===== src/amb_pkg.sv =====
// Package: constants for the async memory bus host controller
package amb_pkg;
  // ----------------------------------------
  // Geometry
  // ----------------------------------------
  localparam int AMB_ADDR_W = 17;
  localparam int AMB_DATA_W = 16;
  localparam int AMB_COL_W = 2;
  localparam int AMB_ROW_COUNT = 32768;
  // ----------------------------------------
  // Timing
  // ----------------------------------------
  localparam int AMB_CLK_MHZ = 10;
  localparam int AMB_CLK_NS = 1000 / AMB_CLK_MHZ;
  localparam int ADDRESS_SETUP_TIME_NS = 10;
  localparam int AMB_SETUP_CYC = (ADDRESS_SETUP_TIME_NS + AMB_CLK_NS - 1) / AMB_CLK_NS;
  localparam int AMB_ACCESS_CYC = 1;
  localparam int AMB_PRECHARGE_CYC = 1;
  localparam int AMB_PAGE_MAX_MHZ = 33;
  // ----------------------------------------
  // States
  // ----------------------------------------
  typedef enum logic [2:0] {
    AMB_IDLE = 3'h0,
    AMB_SETUP = 3'h1,
    AMB_ACCESS = 3'h3,
    AMB_DONE = 3'h2,
    AMB_PRECH = 3'h6
  } amb_state_e;
endpackage


===== src/amb_host.sv =====
// Host controller driving an asynchronous SRAM-compatible nonvolatile memory
`timescale 1ns/1ps
// Function
// - Host may hold chip select low indefinitely
// - Write strobe high through power cycles
// - Protect sequence: address setup, address stable
// - Byte mode uses top address bit
// - Budget latency and precharge cycles
// - Chip select low during accesses and while the host holds the page open
module amb_host
  import amb_pkg::*;
#(
  parameter int ADDR_W = AMB_ADDR_W,
  parameter int DATA_W = AMB_DATA_W
) (
  input wire logic sys_clk,
  input wire logic rst,
  input wire logic req_valid,
  input wire logic req_write,
  input wire logic req_byte_mode,
  input wire logic [ADDR_W:0] req_addr,
  input wire logic [1:0] req_lane_en,
  input wire logic [DATA_W-1:0] req_wdata,
  input wire logic req_hold_cs,
  output logic req_ready,
  output logic rsp_valid,
  output logic [DATA_W-1:0] rsp_rdata,
  output logic [ADDR_W-1:0] mem_addr,
  output logic chip_select_n,
  output logic write_enable_n,
  output logic output_enable_n,
  output logic upper_byte_select_n,
  output logic lower_byte_select_n,
  input wire logic [DATA_W-1:0] mem_dq_in,
  output logic [DATA_W-1:0] mem_dq_out,
  output logic mem_dq_oe_n
);
  // ----------------------------------------
  // Helpers
  // ----------------------------------------
  function automatic logic [ADDR_W-AMB_COL_W-1:0] row_of(input logic [ADDR_W-1:0] a);
    row_of = a[ADDR_W-1:AMB_COL_W];
  endfunction

  // Sequencer state and the request latched at take
  amb_state_e state_r, state_nxt;
  logic [3:0] cnt_r;
  logic open_r;
  logic wr_r;
  logic [1:0] lanes_r;
  logic capture;
  logic [DATA_W-1:0] rd_q;

  // Byte mode: top address bit picks the lane, both lanes joined
  wire logic top_address_bit = req_addr[ADDR_W];
  wire logic [1:0] lanes_req = req_byte_mode ? (top_address_bit ? 2'h2 : 2'h1) : req_lane_en;
  wire logic [DATA_W-1:0] wdata_req = req_byte_mode ? {req_wdata[7:0], req_wdata[7:0]} : req_wdata;
  // Same row in an open page: page access skips the setup count
  wire logic same_row = open_r && (row_of(req_addr[ADDR_W-1:0]) == row_of(mem_addr));
  wire logic take = req_ready && req_valid;
  wire logic cnt_done = (cnt_r == 4'h0);

  // ----------------------------------------
  // Next state
  // ----------------------------------------
  always_comb begin
    state_nxt = state_r;
    case (state_r)
      AMB_IDLE: begin
        if (take) state_nxt = AMB_SETUP;
      end
      AMB_SETUP: begin
        if (cnt_done) state_nxt = AMB_ACCESS;
      end
      AMB_ACCESS: begin
        if (cnt_done) state_nxt = AMB_DONE;
      end
      AMB_DONE: begin
        // Precharge unless the user keeps the page open
        state_nxt = req_hold_cs ? AMB_IDLE : AMB_PRECH;
      end
      AMB_PRECH: begin
        if (cnt_done) state_nxt = AMB_IDLE;
      end
      default: state_nxt = AMB_IDLE;
    endcase
  end

  // Read data taken on the last access edge, while the strobes still stand
  assign capture = (state_r == AMB_ACCESS) && cnt_done && !wr_r;

  // ----------------------------------------
  // Sequencer and pins
  // ----------------------------------------
  always_ff @(posedge sys_clk) begin
    if (rst) begin
      state_r <= AMB_IDLE;
      cnt_r <= 4'h0;
      open_r <= 1'b0;
      wr_r <= 1'b0;
      lanes_r <= 2'h0;
      req_ready <= 1'b0;
      rsp_valid <= 1'b0;
      mem_addr <= '0;
      chip_select_n <= 1'b1;
      write_enable_n <= 1'b1;
      output_enable_n <= 1'b1;
      upper_byte_select_n <= 1'b1;
      lower_byte_select_n <= 1'b1;
      mem_dq_out <= '0;
      mem_dq_oe_n <= 1'b1;
    end else begin
      state_r <= state_nxt;
      rsp_valid <= 1'b0;
      req_ready <= (state_nxt == AMB_IDLE);
      case (state_r)
        AMB_IDLE: begin
          if (take) begin
            // Address changes while chip select low; row change does not precharge
            mem_addr <= req_addr[ADDR_W-1:0];
            wr_r <= req_write;
            lanes_r <= lanes_req;
            mem_dq_out <= wdata_req;
            // Row change in an open page forces full setup
            cnt_r <= same_row ? 4'h0 : 4'(AMB_SETUP_CYC);
            upper_byte_select_n <= 1'b1;
            lower_byte_select_n <= 1'b1;
          end
        end
        AMB_SETUP: begin
          // Address is settled: assert strobes, address stays stable
          if (cnt_done) begin
            chip_select_n <= 1'b0;
            upper_byte_select_n <= !lanes_r[1];
            lower_byte_select_n <= !lanes_r[0];
            write_enable_n <= !wr_r;
            output_enable_n <= wr_r;
            mem_dq_oe_n <= !wr_r;
            cnt_r <= 4'(AMB_ACCESS_CYC - 1);
          end else begin
            cnt_r <= cnt_r - 4'h1;
          end
        end
        AMB_ACCESS: begin
          if (cnt_done) begin
            write_enable_n <= 1'b1;
            output_enable_n <= 1'b1;
            open_r <= 1'b1;
          end else begin
            cnt_r <= cnt_r - 4'h1;
          end
        end
        AMB_DONE: begin
          rsp_valid <= 1'b1;
          mem_dq_oe_n <= 1'b1;
          if (!req_hold_cs) begin
            // Chip select high starts the device precharge
            chip_select_n <= 1'b1;
            open_r <= 1'b0;
            cnt_r <= 4'(AMB_PRECHARGE_CYC - 1);
          end
        end
        AMB_PRECH: begin
          if (!cnt_done) cnt_r <= cnt_r - 4'h1;
        end
        default: ;
      endcase
    end
  end

  // Read data capture register
  amb_rdreg #(.DATA_W(DATA_W)) u_rdreg (
    .sys_clk(sys_clk),
    .rst(rst),
    .capture(capture),
    .lane_en(lanes_r),
    .din(mem_dq_in),
    .dout(rd_q)
  );
  assign rsp_rdata = rd_q;

  // ----------------------------------------
  // Assertions
  // ----------------------------------------
  // Write strobe may only fall inside a selected access
  we_idle_high_a: assert property (@(posedge sys_clk) disable iff (rst)
    (chip_select_n |-> write_enable_n)) else $error("write strobe low while deselected");
  we_reset_high_a: assert property (@(posedge sys_clk)
    (!rst && $past(rst)) |-> write_enable_n) else $error("write strobe low after reset");
  // Address held for the whole selected access
  addr_stable_a: assert property (@(posedge sys_clk) disable iff (rst)
    (!chip_select_n && $past(!chip_select_n) && state_r != AMB_IDLE && $past(state_r) != AMB_IDLE)
    |-> $stable(mem_addr)) else $error("address moved during access");
  // Lanes: selects follow the latched lanes, no drive while the memory drives
  lane_gate_a: assert property (@(posedge sys_clk) disable iff (rst)
    (state_r == AMB_ACCESS) |-> (upper_byte_select_n == !lanes_r[1] && lower_byte_select_n == !lanes_r[0]))
    else $error("byte selects mismatch lanes");
  oe_read_only_a: assert property (@(posedge sys_clk) disable iff (rst)
    (!output_enable_n) |-> mem_dq_oe_n) else $error("bus fight read and drive");
  // Closed page keeps select high, so a protect sequence stays possible
  cs_release_a: assert property (@(posedge sys_clk) disable iff (rst)
    (state_r == AMB_DONE && !req_hold_cs) |=> chip_select_n) else $error("chip select not released");
  cs_driven_a: assert property (@(posedge sys_clk) disable iff (rst)
    (state_r == AMB_IDLE && !open_r) |-> chip_select_n) else $error("chip select low with page closed");
  // A new row always gets the full setup count
  row_setup_a: assert property (@(posedge sys_clk) disable iff (rst)
    (take && !same_row) |=> (cnt_r == 4'(AMB_SETUP_CYC))) else $error("row change without setup");
  // Answer is launched from DONE, one edge after the last access edge
  rsp_timing_a: assert property (@(posedge sys_clk) disable iff (rst)
    (state_r == AMB_ACCESS && cnt_done) |-> ##2 rsp_valid) else $error("response late");
  rsp_pulse_a: assert property (@(posedge sys_clk) disable iff (rst)
    rsp_valid |=> !rsp_valid) else $error("response longer than one cycle");
  req_done_a: assert property (@(posedge sys_clk) disable iff (rst)
    take |-> ##[2:8] rsp_valid) else $error("request not answered");
  // Main scenarios
  cov_read_c: cover property (@(posedge sys_clk) disable iff (rst) rsp_valid && !wr_r);
  cov_write_c: cover property (@(posedge sys_clk) disable iff (rst) rsp_valid && wr_r);
  cov_page_c: cover property (@(posedge sys_clk) disable iff (rst) take && same_row);
  cov_byte_c: cover property (@(posedge sys_clk) disable iff (rst) take && req_byte_mode);
endmodule // amb_host


===== src/amb_rdreg.sv =====
// Read-data capture register with byte-lane gating
`timescale 1ns/1ps
module amb_rdreg
  import amb_pkg::*;
#(
  parameter int DATA_W = AMB_DATA_W
) (
  input wire logic sys_clk,
  input wire logic rst,
  input wire logic capture,
  input wire logic [1:0] lane_en,
  input wire logic [DATA_W-1:0] din,
  output logic [DATA_W-1:0] dout
);
  // ----------------------------------------
  // Capture only the selected byte lanes
  // ----------------------------------------
  always_ff @(posedge sys_clk) begin
    if (rst) begin
      dout <= '0;
    end else if (capture) begin
      if (lane_en[0]) dout[7:0] <= din[7:0];
      if (lane_en[1]) dout[DATA_W-1:8] <= din[DATA_W-1:8];
    end
  end
endmodule // amb_rdreg


===== config.mk =====
export PLATFORM = sky130hd
export DESIGN_NAME = amb_host
export DESIGN_NICKNAME = d
export VERILOG_FILES = /design/src/amb_pkg.sv /design/src/amb_host.sv /design/src/amb_rdreg.sv
export SDC_FILE = /design/constraint.sdc
export NUM_CORES = 1
export LEC_CHECK = 0
export ABC_AREA = 1
export BUFFER_PORTS_ARGS = -buffer_cell sky130_fd_sc_hd__buf_4
export CAP_MARGIN = 20
export CORE_MARGIN = 2
export CORE_UTILIZATION = 45
export CTS_BUF_LIST = sky130_fd_sc_hd__clkbuf_8
export CTS_CLUSTER_SIZE = 8
export DETAILED_ROUTE_END_ITERATION = 12
export PLACE_DENSITY_LB_ADDON = 0.25
export SYNTH_ARGS = -nofsm -noshare
export SYNTH_HDL_FRONTEND = slang
export SYNTH_SLANG_ARGS = --single-unit
export TNS_END_PERCENT = 1

===== constraint.sdc =====
create_clock -name sys_clk -period 3.7 [get_ports sys_clk]
set_input_delay 0.74 -clock sys_clk [delete_from_list [all_inputs] [get_ports sys_clk]]
set_output_delay 0.74 -clock sys_clk [all_outputs]
set_load 0.05 [all_outputs]

==> summary.md <==
| Metric | Value |
|---|---|
| Status | `completed` |
| Area contributors post-synth | `dfxtp_1 44%, nand2_1 12%, inv_1 9.5%` |
| Number of synthesized flops with an enable pin | `0` |
| Critical path origin | `state_r[1]` |
| Worst Setup EP | `mem_dq_out[5]` |
| Cts hold-fix bufs | `0` |
| Routed WL | `between 7000 and 8000 um` |
| Die Y | `86.6 um` |
| Worst setup SP type | `flip-flop` |
| RSZ-0062 raised after global routing | `false` |
| Post-route ant nets | `0` |
| Worst hold path cell count | `2` |
| Yosys cell types | `33` |
| Max Slew Vio Count | `0` |
| Fin Setup TNS | `0 ps` |
| Final worst slack | `between 1500 and 2000 ps` |
| Drt wl/cell | `roughly 12 um` |
| R2R Path Start | `state_r[1]` |
| Placer Congestion | `~0.8` |
| Post-route cell area | `a little over 0.004 sq mm` |
| Kind of critical path | `reg2reg` |
| CTS Buf Count | `9` |
| CTS tree | `built` |
| HP Class | `reg2reg` |
| # diodes | `0` |
| Critical path endpoint category | `flip-flop` |
| Post-synthesis xor/xnor area fraction | `0.285%` |
| Max Clk Rate | `between 0.4 and 0.5 GHz` |
| CP Cell Sequence | `nor3_2, nand3_2, buf_4, o21ai_0, a21oi_1` |
| Simple-gate share of the synthesized area | `between 20% and 30%` |
| Dpl ws | `between 1000 and 1500 ps` |
| Remaining global-route overflow | `0` |
| Number of port buffers | `roughly 110` |
| Yosys Warn Count | `0` |
| Mapped cell area | `0.00307 sq mm` |
| Fin Hold WS | `443 ps` |
| Max-capacitance violation count | `0` |
| Top post-synthesis cells by count | `95 x nand2_1, 78 x inv_1, 68 x dfxtp_1` |
| Synth-to-Final Area Change | `34.5%` |
| Cells after Synth | `437` |
| Prevailing post-synth register cell | `dfxtp_1` |
| Tot GR Track Use | `between 20% and 30%` |
| Flop2flop setup slack | `1560 ps` |
| Post-synth ARST share | `0%` |
| Clock root cell | `clkbuf_8` |
| Detailed Routing Iterations Pass 1 | `4` |
| Critical-path top delay cell | `nand3_2` |
| Fin. Hold Viols | `0` |
| I/O pin total | `about 120` |
| Placed inst area | `0.00396 sq mm` |
| First-pass GRT wire length | `around 12,000 um` |
| Top-area cell type share of the netlist area | `between 40% and 50%` |
| Instance count on the critical path | `5` |
| Period utilization | `between 50% and 60%` |
| HPWL Detailed | `around 5600 um` |
| Post-synthesis mux area share | `0%` |
| Worst Tran Pin Value | `between 800 and 900 ps` |
| FF-to-FF path depth | `5` |
| Largest area contributor in the netlist | `dfxtp_1` |
| Mean Syn Cell Area | `between 7 and 8 sq um` |
| Synthesis-stage register bit count | `68` |
| Clock-pin slew on the worst setup and hold paths | `70 ps` |
| Final Skew | `roughly 14 ps` |
| Largest net degree at the start of global routing | `50` |
| Vias in the first global route | `around 2.7k` |
| Worst skew pair latency | `340 ps` |
| CP peak stage delay | `approximately 690 ps` |
| Layout cells sized above 1 | `27.2%` |
| Initial Util | `around 46%` |
| NumNets Final | `about 610` |
| Final setup violating endpoints | `0` |
| Clock buffer depth | `2` |
| Vias per cell | `~4.8` |
| VDD IR max | `0.270 mV` |
| Worst r2r dst | `mem_dq_out[5]` |
| Most frequent cell after synthesis | `nand2_1` |
| FILL cells | `around 630` |
| Post-Synth Adder-Cell Area | `less than 1%` |
| Die Wd | `about 87 um` |
| Post-cts sizing count | `0` |
| Worst path top cell family by delay | `simple AND/OR/NAND/NOR gates` |
| Clk sinks | `68` |
| Leakage | `about 2.0 nW` |
| Relative slew slack | `between 40% and 50%` |
| Compound-cell area share of the yosys netlist | `a little over a fifth` |
| Post-route DRC | `0` |
| Post-synth net total | `496` |
| Via Count | `about 3k` |
| Initial antenna violation count | `0` |
| H-tree depth | `3` |
| Pwr per Cell Area | `roughly 560 mW/mm^2` |
| CP arrival | `2370 ps` |
| Initial DRC count | `about 180` |
| Final Critical Period | `2140 ps` |
| Die ar. | `~0.0075 sq mm` |
| Buffers & Inverters on Critical Path | `1` |
| Site Rows | `30` |
| Largest fanout on the critical path | `49` |
| Main combinational cell family by area after synthesis | `compound AO/OA/AOI/OAI gates` |
| WP data required | `3930 ps` |
| Buffer count from post-CTS setup fixing | `0` |
| Sequential area share after synthesis | `around 44%` |
| Final core utilization | `61.8%` |
| Core area | `about 0.0067 sq mm` |
cell families (layout without fill, tap and decap cells):
group / Yosys count / after routing
AOI/OAI and AO/OA: 122 / 122
xor gates and xnor gates: 1 / 1
adders and majority gates: 1 / 1
buffers and inverters: 100 / 214
DFF: 68 / 68
and+or+nand+nor: 145 / 145
worst min-delay path by stage:
| stage | startpoint | to |
|---|---|---|
| 6_report | u_rdreg.dout[14] | u_rdreg.dout[14] |
| 5_1_grt | u_rdreg.dout[10] | u_rdreg.dout[10] |
| 4_1_cts | u_rdreg.dout[2] | u_rdreg.dout[2] |
| 3_5_place_dp | u_rdreg.dout[2] | u_rdreg.dout[2] |
| 3_3_place_gp | u_rdreg.dout[14] | u_rdreg.dout[14] |
| 2_1_floorplan | cnt_r[1] | cnt_r[1] |
metal layers:
metal	global-route usage [%]	part of all wire (%)
met1	24.4	43
met5	0	0
met3	5.81	5.7
met2	34.1	50
met4	7.81	1.6
through the flow:
| stage | power (mW) | std cells |
|---|---|---|
| after floorplan | 1.53 | 437 |
| after CTS | 2.33 | 631 |
| final | 2.31 | 631 |
| after detailed placement | 1.78 | 617 |
| after global placement | 1.76 | 617 |
| after global routing | 2.46 | 631 |
cell type report:
| cell class | count | area (sq um) | area share [%] |
|---|---|---|---|
| clock buffers | 12 | 165 | 4.00 |
| clock inverters | 2 | 11.3 | 0.273 |
| inverters | 83 | 312 | 7.54 |
| multi-input cells | 269 | 1300 | 31.6 |
| flip-flops and latches | 68 | 1360 | 32.9 |
| well taps | 80 | 100 | 2.42 |
| repair buffers | 117 | 878 | 21.3 |
sequential cells by signal (all words and copies together) (netlist names), 2 cells and up:
| signal | cells |
|---|---|
| cnt_r | 4 |
| lanes_r | 2 |
| state_r | 3 |
| mem_addr | 17 |
| mem_dq_out | 16 |
| u_rdreg.dout | 16 |
worst register-to-register path, delay by kind of cell, from the launching register on:
family,cells,cell delay (ps)
buffers and inverters,1,500
DFF,1,370
AOI/OAI and AO/OA,2,230
and+or+nand+nor,2,930
power breakdown:
part | total [mW] | internal, mW | leakage (nW) | switching (mW)
registers | 0.904 | 0.835 | 0.555 | 0.0686
logic | 0.855 | 0.268 | 1.34 | 0.587
clock network | 0.555 | 0.289 | 0.0918 | 0.266
total | 2.31 | 1.39 | 1.99 | 0.922
placed cells by master (no fill, tap or decap):
cell	n
nor2_1	33
nor2_4	2
a211oi_2	1
or2_2	1
a31oi_1	1
nor3_1	1
clkinv_1	1
nor3_2	1
nand2_2	2
o21ai_1	10
inv_1	79
nand3_1	5
buf_4	117
a21oi_1	53
a21boi_1	1
o21ai_2	2
nand2_4	1
nand2_1	95
xor2_1	1
nand3_2	1
a21oi_2	2
dfxtp_1	68
nand3_4	2
o21ai_0	49
clkinvlp_4	1
inv_2	4
o211ai_1	2
clkbuf_8	12
o21bai_1	1
ha_1	1
nor2_8	1
Power figures use the tool's default switching activity.
